File: src/verilog/uhpsf_defs.svh
`ifndef UHPSF_DEFS_SVH
`define UHPSF_DEFS_SVH

// Register word offsets, one 32-bit word per pipe
`define UHPSF_STATUS_OFS      12'h530
`define UHPSF_STATUS_CLR_OFS  12'h560
`define UHPSF_STATUS_SET_OFS  12'h590
`define UHPSF_CTRL_OFS        12'h5c0
`define UHPSF_CTRL_SET_OFS    12'h5f0
`define UHPSF_CTRL_CLR_OFS    12'h620
`define UHPSF_PIPE_STRIDE     12'h004

// Flag bit positions, shared by status, clear, set and enable words
`define UHPSF_IN_RCVD_BIT     0
`define UHPSF_OUT_SENT_BIT    1
`define UHPSF_SETUP_UNDER_BIT 2
`define UHPSF_FAULT_BIT       3
`define UHPSF_NAK_BIT         4
`define UHPSF_OVERRUN_BIT     5
`define UHPSF_STALL_CRC_BIT   6
`define UHPSF_SHORT_BIT       7

// Status word fields
`define UHPSF_TOGGLE_LSB      8
`define UHPSF_COUNT_LSB       12
`define UHPSF_RW_OK_BIT       16

// Control word fields
`define UHPSF_BUSY_EN_BIT     12
`define UHPSF_HOLD_BIT        17

// Pipe type codes
`define UHPSF_TYPE_CONTROL    2'h0
`define UHPSF_TYPE_ISO        2'h1
`define UHPSF_TYPE_BULK       2'h2
`define UHPSF_TYPE_INTR       2'h3

// Reset values
`define UHPSF_FLAGS_RST       8'h00
`define UHPSF_CTRL_RST        32'h0000_0000

`endif

File: src/verilog/uhpsf_pkg.sv
package uhpsf_pkg;

    // One-cycle event pulses from the transfer engine for one pipe
    typedef struct packed {
        logic short_pkt;
        logic stall;
        logic crc_err;
        logic overrun;
        logic nak;
        logic fault;
        logic setup_free;
        logic underrun;
        logic out_free;
        logic in_rcvd;
    } uhpsf_event_type;

    // Levels describing the pipe as configured and as the engine sees it
    typedef struct packed {
        logic [1:0] pipe_type;
        logic       dir_in;
        logic [1:0] bank_total;
        logic [1:0] busy_count;
        logic       toggle;
        logic       rw_ok;
        logic       fault_source;
    } uhpsf_pipe_state_type;

    // Actions the engine must take for one pipe
    typedef struct packed {
        logic send_zlp;
        logic drop_pkt;
        logic ack_dropped;
    } uhpsf_action_type;

endpackage

File: src/verilog/uhpsf_flag_cell.sv
`timescale 1ns/100ps
`include "uhpsf_defs.svh"

module uhpsf_flag_cell
(
    // Clock and reset
    input  wire logic                          mclk_i,
    input  wire logic                          resetn_i,
    // Engine side
    input  wire uhpsf_pkg::uhpsf_event_type    ev_i,
    input  wire uhpsf_pkg::uhpsf_pipe_state_type st_i,
    // Software writes, already decoded for this pipe
    input  wire logic [7:0]                    clr_mask_i,
    input  wire logic [7:0]                    set_mask_i,
    input  wire logic                          busy_force_i,
    // Flags
    output logic      [7:0]                    flags_o,
    output logic      [1:0]                    busy_count_o
);

    logic [7:0] flags_reg;
    logic [7:0] flags_next;
    logic [7:0] hw_set;
    logic [7:0] clr_eff;
    logic       force_reg;
    logic [1:0] count_seen_reg;
    logic       is_iso;
    logic       is_per;

    assign is_iso = (st_i.pipe_type == `UHPSF_TYPE_ISO);
    assign is_per = is_iso || (st_i.pipe_type == `UHPSF_TYPE_INTR);

    always_comb
    begin
        hw_set = 8'h00;
        hw_set[`UHPSF_IN_RCVD_BIT]     = ev_i.in_rcvd;
        hw_set[`UHPSF_OUT_SENT_BIT]    = ev_i.out_free;
        hw_set[`UHPSF_SETUP_UNDER_BIT] = (st_i.pipe_type == `UHPSF_TYPE_CONTROL) ? ev_i.setup_free
                                       : (is_per && ev_i.underrun);
        hw_set[`UHPSF_FAULT_BIT]       = ev_i.fault;
        hw_set[`UHPSF_NAK_BIT]         = ev_i.nak;
        hw_set[`UHPSF_OVERRUN_BIT]     = ev_i.overrun;
        hw_set[`UHPSF_STALL_CRC_BIT]   = is_iso ? ev_i.crc_err : ev_i.stall;
        hw_set[`UHPSF_SHORT_BIT]       = ev_i.short_pkt;
    end

    // Fault has no clear bit; it follows its source going away
    always_comb
    begin
        clr_eff = clr_mask_i;
        clr_eff[`UHPSF_FAULT_BIT] = !st_i.fault_source;
    end

    // Set wins over clear so an event in the clearing cycle survives
    assign flags_next = (flags_reg & ~clr_eff) | hw_set | set_mask_i;

    always_ff @(posedge mclk_i or negedge resetn_i)
    begin
        if (!resetn_i)
            flags_reg <= `UHPSF_FLAGS_RST;
        else
            flags_reg <= flags_next;
    end

    // Forced count bit holds until the engine's count next moves
    always_ff @(posedge mclk_i or negedge resetn_i)
    begin
        if (!resetn_i)
        begin
            force_reg      <= 1'b0;
            count_seen_reg <= 2'h0;
        end
        else
        begin
            count_seen_reg <= st_i.busy_count;
            if (busy_force_i)
                force_reg <= 1'b1;
            else if (count_seen_reg != st_i.busy_count)
                force_reg <= 1'b0;
        end
    end

    assign flags_o      = flags_reg;
    assign busy_count_o = st_i.busy_count | {1'b0, force_reg};

endmodule // uhpsf_flag_cell

File: src/verilog/uhpsf_top.sv
// The plain strobed port was decided locally.
`timescale 1ns/100ps
`include "uhpsf_defs.svh"


module uhpsf_top
#(
    parameter int NPIPE = 8
)
(
    // Clock and reset
    input  wire logic                                      mclk_i,
    input  wire logic                                      resetn_i,
    // Register port
    input  wire logic [11:0]                               addr_i,
    input  wire logic [31:0]                               wdata_i,
    input  wire logic                                      wr_i,
    input  wire logic                                      rd_i,
    output logic      [31:0]                               rdata_o,
    // Transfer engine, per pipe
    input  wire uhpsf_pkg::uhpsf_event_type    [NPIPE-1:0] ev_i,
    input  wire uhpsf_pkg::uhpsf_pipe_state_type [NPIPE-1:0] st_i,
    output uhpsf_pkg::uhpsf_action_type        [NPIPE-1:0] action_o,
    output logic      [NPIPE-1:0]                          pipe_hold_o,
    output logic      [NPIPE-1:0]                          fifo_access_ok_o,
    // Interrupt lines towards the controller's own interrupt merge
    output logic      [NPIPE-1:0]                          pipe_irq_o
);

    ////////////////////////////////////////////////////////////////////////////
    // Address decode

    logic [11:0] stat_rel;
    logic [11:0] sclr_rel;
    logic [11:0] sset_rel;
    logic [11:0] ctrl_rel;
    logic [11:0] cset_rel;
    logic [11:0] cclr_rel;
    logic        aligned;

    assign aligned  = (addr_i[1:0] == 2'h0);
    assign stat_rel = addr_i - `UHPSF_STATUS_OFS;
    assign sclr_rel = addr_i - `UHPSF_STATUS_CLR_OFS;
    assign sset_rel = addr_i - `UHPSF_STATUS_SET_OFS;
    assign ctrl_rel = addr_i - `UHPSF_CTRL_OFS;
    assign cset_rel = addr_i - `UHPSF_CTRL_SET_OFS;
    assign cclr_rel = addr_i - `UHPSF_CTRL_CLR_OFS;

    function automatic logic hit(input logic [11:0] rel);
        hit = (rel[11:2] < 10'(NPIPE));
    endfunction

    logic [9:0] pipe_idx;
    logic       hit_stat;
    logic       hit_sclr;
    logic       hit_sset;
    logic       hit_ctrl;
    logic       hit_cset;
    logic       hit_cclr;

    always_comb
    begin
        hit_stat = aligned && hit(stat_rel);
        hit_sclr = aligned && hit(sclr_rel);
        hit_sset = aligned && hit(sset_rel);
        hit_ctrl = aligned && hit(ctrl_rel);
        hit_cset = aligned && hit(cset_rel);
        hit_cclr = aligned && hit(cclr_rel);
        pipe_idx = 10'h000;
        // Windows never overlap, so the priority only picks the one live index
        if (hit_stat)
        begin
            pipe_idx = stat_rel[11:2];
        end
        else if (hit_sclr)
        begin
            pipe_idx = sclr_rel[11:2];
        end
        else if (hit_sset)
        begin
            pipe_idx = sset_rel[11:2];
        end
        else if (hit_ctrl)
        begin
            pipe_idx = ctrl_rel[11:2];
        end
        else if (hit_cset)
        begin
            pipe_idx = cset_rel[11:2];
        end
        else if (hit_cclr)
        begin
            pipe_idx = cclr_rel[11:2];
        end
    end

    ////////////////////////////////////////////////////////////////////////////
    // Per-pipe logic

    logic [NPIPE-1:0][7:0]  flags;
    logic [NPIPE-1:0][1:0]  count;
    logic [NPIPE-1:0][31:0] status_word;
    logic [NPIPE-1:0][31:0] ctrl_word;

    genvar gp;
    generate
        for (gp = 0; gp < NPIPE; gp++)
        begin : g_pipe
            logic        sel;
            logic [7:0]  clr_mask;
            logic [7:0]  set_mask;
            logic        busy_force;
            logic [7:0]  en_reg;
            logic        busy_en_reg;
            logic        hold_reg;
            logic        bank_irq;
            logic        flag_irq;
            logic        stall_now;
            logic        fault_now;
            logic        non_iso;
            logic        is_per;
            logic        cset_wr;
            logic        cclr_wr;
            logic        irq_next;

            assign sel        = (pipe_idx == 10'(gp));
            assign non_iso    = (st_i[gp].pipe_type != `UHPSF_TYPE_ISO);
            assign is_per     = !non_iso || (st_i[gp].pipe_type == `UHPSF_TYPE_INTR);
            // Status clear and set: write-one, fault bit has no clear
            always_comb
            begin
                clr_mask   = 8'h00;
                set_mask   = 8'h00;
                busy_force = 1'b0;
                if (wr_i && sel && hit_sclr)
                begin
                    clr_mask = wdata_i[7:0];
                end
                if (wr_i && sel && hit_sset)
                begin
                    set_mask   = wdata_i[7:0];
                    busy_force = wdata_i[`UHPSF_COUNT_LSB];
                end
            end

            assign cset_wr = wr_i && sel && hit_cset;
            assign cclr_wr = wr_i && sel && hit_cclr;

            uhpsf_flag_cell u_cell
            (
                .mclk_i       (mclk_i),
                .resetn_i     (resetn_i),
                .ev_i         (ev_i[gp]),
                .st_i         (st_i[gp]),
                .clr_mask_i   (clr_mask),
                .set_mask_i   (set_mask),
                .busy_force_i (busy_force),
                .flags_o      (flags[gp]),
                .busy_count_o (count[gp])
            );

            // Enables: set and clear words only; set wins if both in one write stream
            always_ff @(posedge mclk_i or negedge resetn_i)
            begin
                if (!resetn_i)
                begin
                    en_reg      <= `UHPSF_FLAGS_RST;
                    busy_en_reg <= 1'b0;
                end
                else if (cset_wr)
                begin
                    en_reg      <= en_reg | wdata_i[7:0];
                    busy_en_reg <= busy_en_reg | wdata_i[`UHPSF_BUSY_EN_BIT];
                end
                else if (cclr_wr)
                begin
                    en_reg      <= en_reg & ~wdata_i[7:0];
                    busy_en_reg <= busy_en_reg & ~wdata_i[`UHPSF_BUSY_EN_BIT];
                end
            end

            // Stall on non-isochronous and any fault freeze the pipe; hardware set wins
            assign stall_now = ev_i[gp].stall && non_iso;
            assign fault_now = ev_i[gp].fault;

            always_ff @(posedge mclk_i or negedge resetn_i)
            begin
                if (!resetn_i)
                begin
                    hold_reg <= 1'b0;
                end
                else if (stall_now || fault_now)
                begin
                    hold_reg <= 1'b1;
                end
                else if (cset_wr && wdata_i[`UHPSF_HOLD_BIT])
                begin
                    hold_reg <= 1'b1;
                end
                else if (cclr_wr && wdata_i[`UHPSF_HOLD_BIT])
                begin
                    hold_reg <= 1'b0;
                end
            end

            // OUT: all banks busy; IN: all banks free
            always_comb
            begin
                if (st_i[gp].dir_in)
                begin
                    bank_irq = (count[gp] == 2'h0);
                end
                else
                begin
                    bank_irq = (count[gp] == st_i[gp].bank_total);
                end
            end

            assign flag_irq = |(flags[gp] & en_reg);

            // Flag sources and the bank-count source merge into one line per pipe
            always_comb
            begin
                irq_next = flag_irq;
                if (busy_en_reg && bank_irq)
                begin
                    irq_next = 1'b1;
                end
            end

            always_ff @(posedge mclk_i or negedge resetn_i)
            begin
                if (!resetn_i)
                begin
                    pipe_irq_o[gp] <= 1'b0;
                end
                else
                begin
                    pipe_irq_o[gp] <= irq_next;
                end
            end

            // Underflow reactions go back to the engine as one-cycle pulses
            always_ff @(posedge mclk_i or negedge resetn_i)
            begin
                if (!resetn_i)
                begin
                    action_o[gp] <= '0;
                end
                else
                begin
                    action_o[gp].send_zlp    <= ev_i[gp].underrun && is_per
                                                && !st_i[gp].dir_in;
                    action_o[gp].drop_pkt    <= ev_i[gp].underrun && is_per
                                                && st_i[gp].dir_in;
                    action_o[gp].ack_dropped <= ev_i[gp].underrun && st_i[gp].dir_in
                                                && (st_i[gp].pipe_type == `UHPSF_TYPE_INTR);
                end
            end

            // Access permission is masked while stalled or faulted
            always_comb
            begin
                fifo_access_ok_o[gp] = st_i[gp].rw_ok
                    && !(non_iso && flags[gp][`UHPSF_STALL_CRC_BIT])
                    && !flags[gp][`UHPSF_FAULT_BIT];
            end

            always_comb
            begin
                status_word[gp] = 32'h0000_0000;
                status_word[gp][7:0] = flags[gp];
                // Toggle: next sent on OUT, received on IN; upper bit always zero
                status_word[gp][`UHPSF_TOGGLE_LSB +: 2]  = {1'b0, st_i[gp].toggle};
                status_word[gp][`UHPSF_COUNT_LSB +: 2]   = count[gp];
                status_word[gp][`UHPSF_RW_OK_BIT]        = fifo_access_ok_o[gp];
            end

            always_comb
            begin
                ctrl_word[gp] = `UHPSF_CTRL_RST;
                ctrl_word[gp][7:0]                = en_reg;
                ctrl_word[gp][`UHPSF_BUSY_EN_BIT] = busy_en_reg;
                ctrl_word[gp][`UHPSF_HOLD_BIT]    = hold_reg;
            end

            assign pipe_hold_o[gp] = hold_reg;
        end
    endgenerate

    ////////////////////////////////////////////////////////////////////////////
    // Read port: data one cycle after the strobe, zero for write-only and unmapped

    logic [31:0] rdata_next;
    logic [2:0]  rd_pipe;

    assign rd_pipe = pipe_idx[2:0];

    always_comb
    begin
        rdata_next = 32'h0000_0000;
        if (hit_stat)
        begin
            rdata_next = status_word[rd_pipe];
        end
        else if (hit_ctrl)
        begin
            rdata_next = ctrl_word[rd_pipe];
        end
    end

    always_ff @(posedge mclk_i or negedge resetn_i)
    begin
        if (!resetn_i)
        begin
            rdata_o <= 32'h0000_0000;
        end
        else if (rd_i)
        begin
            rdata_o <= rdata_next;
        end
        else
        begin
            // Zero outside the answer slot keeps a stale word off the bus
            rdata_o <= 32'h0000_0000;
        end
    end

endmodule // uhpsf_top

File: config.mk
export PLATFORM = sky130hd
export DESIGN_NAME = uhpsf_top
export DESIGN_NICKNAME = d
export VERILOG_FILES = /design/src/verilog/uhpsf_pkg.sv /design/src/verilog/uhpsf_flag_cell.sv /design/src/verilog/uhpsf_top.sv
export VERILOG_INCLUDE_DIRS = /design/src /design/src/verilog
export SDC_FILE = /design/constraint.sdc
export NUM_CORES = 1
export LEC_CHECK = 0
export ABC_AREA = 1
export BUFFER_PORTS_ARGS = -buffer_cell sky130_fd_sc_hd__buf_2
export CAP_MARGIN = 25
export CELL_PAD_IN_SITES_DETAIL_PLACEMENT = 1
export CELL_PAD_IN_SITES_GLOBAL_PLACEMENT = 2
export CORE_MARGIN = 5
export CORE_UTILIZATION = 33
export DETAILED_ROUTE_END_ITERATION = 6
export GPL_TIMING_DRIVEN = 0
export HOLD_SLACK_MARGIN = 0.05
export PLACE_DENSITY = 0.85
export SKIP_LAST_GASP = 1
export SYNTH_ARGS = -nofsm -noshare
export SYNTH_HDL_FRONTEND = slang
export SYNTH_SLANG_ARGS = --single-unit
File: constraint.sdc
create_clock -name mclk_i -period 2.7 [get_ports mclk_i]
set_input_delay 0.81 -clock mclk_i [delete_from_list [all_inputs] [get_ports mclk_i]]
set_output_delay 0.81 -clock mclk_i [all_outputs]
set_load 0.005 [all_outputs]
==> flow_metrics.tcl <==
set metrics [dict create \
    portBuffers 234 \
    dp_hpwl_um 48620 \
    io-pin-count 288 \
    worst_pin_slew_ns 1.309 \
    die_w_um 205.3 \
    synth_flop_cell "dfrtp_1" \
    rsz0062_at_grt "yes" \
    power.switching_mw 2.250 \
    cts_buffers 27 \
    clk_latency_ns 0.56 \
    cts-root-buf "clkbuf_16" \
    placed_cells 2499 \
    async_flop_share_pct 100.0 \
    yosysWarnings 0 \
    route.detailed.drc 0 \
    grt_overflow 0 \
    ir_drop_uv 378.6 \
    fin_skew_ns 0.01411 \
    cts_hold_buf 0 \
    coreArea_um2 37670 \
    ys_seq_area_share_pct 42.35 \
    maxCapViolCount 0 \
    ys_types 47 \
    ys_ff_latch 213 \
    maxSlewHeadroom_pct 12.71 \
    place_congestion 1.057 \
    p_seq_share_pct 38.7 \
    worstPathMaxFanout 10 \
    power.internal_mw 6.147 \
    wl_per_cell_um 24.89 \
    grt_pass1_vias 14680 \
    setup_ws_ns -0.1013 \
    crit_arrival_ns 3.26 \
    syn_inst 1729 \
    path_class "primary input to register" \
    vias_per_cell 5.379 \
    first_iter_violations 1034 \
    report.final.hold_viol_count 0 \
    synth_area_per_cell_um2 7.280 \
    die_area_um2 42150 \
    via_count 14140 \
    fmax_ghz 0.3570 \
    leakage_nw 8.842 \
    power_frac_comb_pct 12.5 \
    netlist_area_um2 12590 \
    status "finished with violations" \
    cts.sinks 213 \
    finalCriticalPeriod_ns 2.801 \
    drive_above_1_share_pct 31.82 \
    drv_slew 0 \
    start_kind "primary input" \
    tns_ns -1.262 \
    required_ns 3.16 \
    drtPass1Iterations 5 \
    setup_viol 38 \
    antenna_left 0 \
    grt_max_degree 96 \
    syn2layout_area_growth_pct 41.54 \
    fin_nets 2315 \
    crit_path_end_kind "register" \
    violations "setup timing" \
    grt_first_pass_wirelength_um 93350 \
    synth-edff-count 0 \
    clockPowerShare_pct 48.8 \
    power-per-cell-area_nw_per_um2 471.3 \
    tritoncts "yes" \
    clkTransAtPathRegs_ns 0.06 \
    period_share_pct 103.8 \
    swShare_pct 26.79 \
    htreeDepth 1 \
    finalNonFillerCells 2628 \
    dieHeight_um 205.3 \
    antenna_found_initial 1 \
    num_rows 71 \
    clk_path_buf_depth 3 \
    routed_wl_um 65400 \
    hold_path_class "primary input to asynchronous set/reset pin" \
    start_util_pct 33.42 \
    grt_util_all_layers_pct 29.70 \
]
Yosys cell counts, types with 6 or more instances:
cell	n	share of area (%)
nand2_1	459	14
dfrtp_1	213	42
inv_1	199	5.9
o21ai_0	163	6.5
nor2_1	159	4.7
nand3_1	84	3.3
a21oi_1	59	2.3
nand4_1	50	2.5
clkbuf_1	37	1.1
buf_4	34	2.0
nand3b_1	34	2.0
o22ai_1	31	1.5
nor3_1	25	0.99
o21ai_1	25	0.99
buf_2	19	0.76
nor2_4	15	1.3
nor2_2	13	0.65
ha_1	12	1.2
nand2_2	12	0.60
inv_2	11	0.33
o211ai_1	9	0.54
a221oi_1	8	0.56
nand2_4	8	0.72
a21boi_0	7	0.42
o41ai_1	6	0.42
worst paths after layout:
| path | start | endpoint | slack [ns] | cells after the start |
|---|---|---|---|---|
| setup / recovery | addr_i[7] | rdata_o[1] | -0.10 | 21 |
| max in group asynchronous | resetn_i | asynchronous set/reset pin | 1.34 | 3 |
| hold / removal | resetn_i | g_pipe[0].u_cell.count_seen_reg[0] | 0.11 | 1 |
| setup reg to reg | g_pipe[0].u_cell.flags_o[2] | pipe_irq_o[0] | 0.89 | 4 |
| hold reg to reg | register | register | 0.49 | 2 |
| min in group mclk_i | st_i[53] | g_pipe[5].u_cell.count_seen_reg[0] | 0.38 | 1 |
placed cells by master (no fill, tap or decap), types with 8 or more instances in the layout:
cell type	netlist	routed
nand2_1	459	412
buf_2	19	232
dfrtp_1	213	213
inv_1	199	182
nor2_1	159	118
o21ai_1	25	88
buf_4	34	79
nand3_1	84	70
o21ai_0	163	69
nand4_1	50	50
a21oi_1	59	50
clkbuf_1	37	41
nor2_4	15	38
nand2_2	12	37
nor2_2	13	34
nand3b_1	34	34
clkbuf_16	0	30
o21ai_2	0	25
o22ai_1	31	24
nand2_4	8	22
buf_6	1	20
nor3_1	25	19
conb_1	1	19
inv_2	11	18
buf_8	0	15
nand3_2	2	14
buf_12	0	14
nand2_8	0	10
a21oi_2	0	9
o211ai_1	9	9
ha_4	0	9
o21ai_4	1	8
a221oi_1	8	8
per-stage QoR:
| stage | power (mW) | setup WS, ns | hold WS, ns | instance area, um^2 | util (%) |
|---|---|---|---|---|---|
| after floorplan | 3.684 | -0.1231 | 0.4474 | 12880 | - |
| after global placement | 4.184 | -3.113 | 0.4615 | 14690 | 39.01 |
| after detailed placement | 4.222 | -1.337 | 0.4735 | 14830 | 39.38 |
| after CTS | 8.343 | 0.00004530 | 0.1050 | 16690 | 44.32 |
| after global routing | 8.647 | -0.1566 | 0.1215 | 17810 | 47.29 |
| final | 8.396 | -0.1013 | 0.1112 | 17820 | 47.30 |
logic make-up after synthesis:
| family | count (synthesis) | share of synthesized area, % |
|---|---|---|
| XOR/XNOR | 4 | 0.2784 |
| adder cells (fa/ha/maj) | 12 | 1.193 |
| AND/OR/NAND/NOR | 864 | 30.97 |
| AO/OA/AOI/OAI | 323 | 14.33 |
| buffers and inverters | 309 | 10.58 |
| other | 1 | 0.02979 |
| multiplexers | 3 | 0.2684 |
| flip-flops | 213 | 42.35 |
worst max-delay path, stage by stage:
cell and delay (ns):
buf_8 0.09, buf_8 0.13, inv_8 0.05, ha_4 0.17, nand2_2 0.07, nand2_1 0.07, a21oi_2 0.16, nor2_2 0.06
nand2_2 0.10, nand2_4 0.08, nor2_4 0.14, nand2_4 0.10, buf_8 0.16, buf_4 0.19, nand4_1 0.11, o21ai_0 0.14
nor2_1 0.17, nand2_1 0.09, nand3_1 0.07, nand2_1 0.09, nor2_2 0.21
repair_timing:
| action | in CTS | in global routing |
|---|---|---|
| gates resized for setup | 166 | 219 |
| gates cloned | 6 | 7 |
| pin swaps | 41 | 83 |
| setup buffers | 30 | 35 |
| endpoints found under the setup margin | 165 | 162 |
power by group through the flow:
stage                     registers, mW  logic (mW)  clock network [mW]
after detailed placement           3.31       0.912                   0
final                              3.25        1.05                4.09
after floorplan                    3.31       0.378                   0
after CTS                          3.25       0.974                4.12
after global routing               3.26        1.12                4.27
after global placement             3.31       0.875                   0
routing by layer:
layer  part of all wire (%)  track usage (%)  vias to the layer above  wire (um)
li1                       -                -                     6364          -
met1                     41            39.50                     7038      27050
met2                     47            49.56                      582      30750
met3                    6.5            3.310                      151       4265
met4                    5.1            12.06                        0       3331
met5                      0                0                        -          0
final cells by class:
class	instances	area (um^2)
antenna	2	5.005
sequential	213	5330
clock inverter	11	211.5
tap	511	639.4
buffer	92	688.2
fill	4693	19850
timing repair buffer	313	2153
inverter	217	933.4
multi-input combinational	1231	7078
clock buffer	38	777.0
Power figures use the tool's default switching activity.
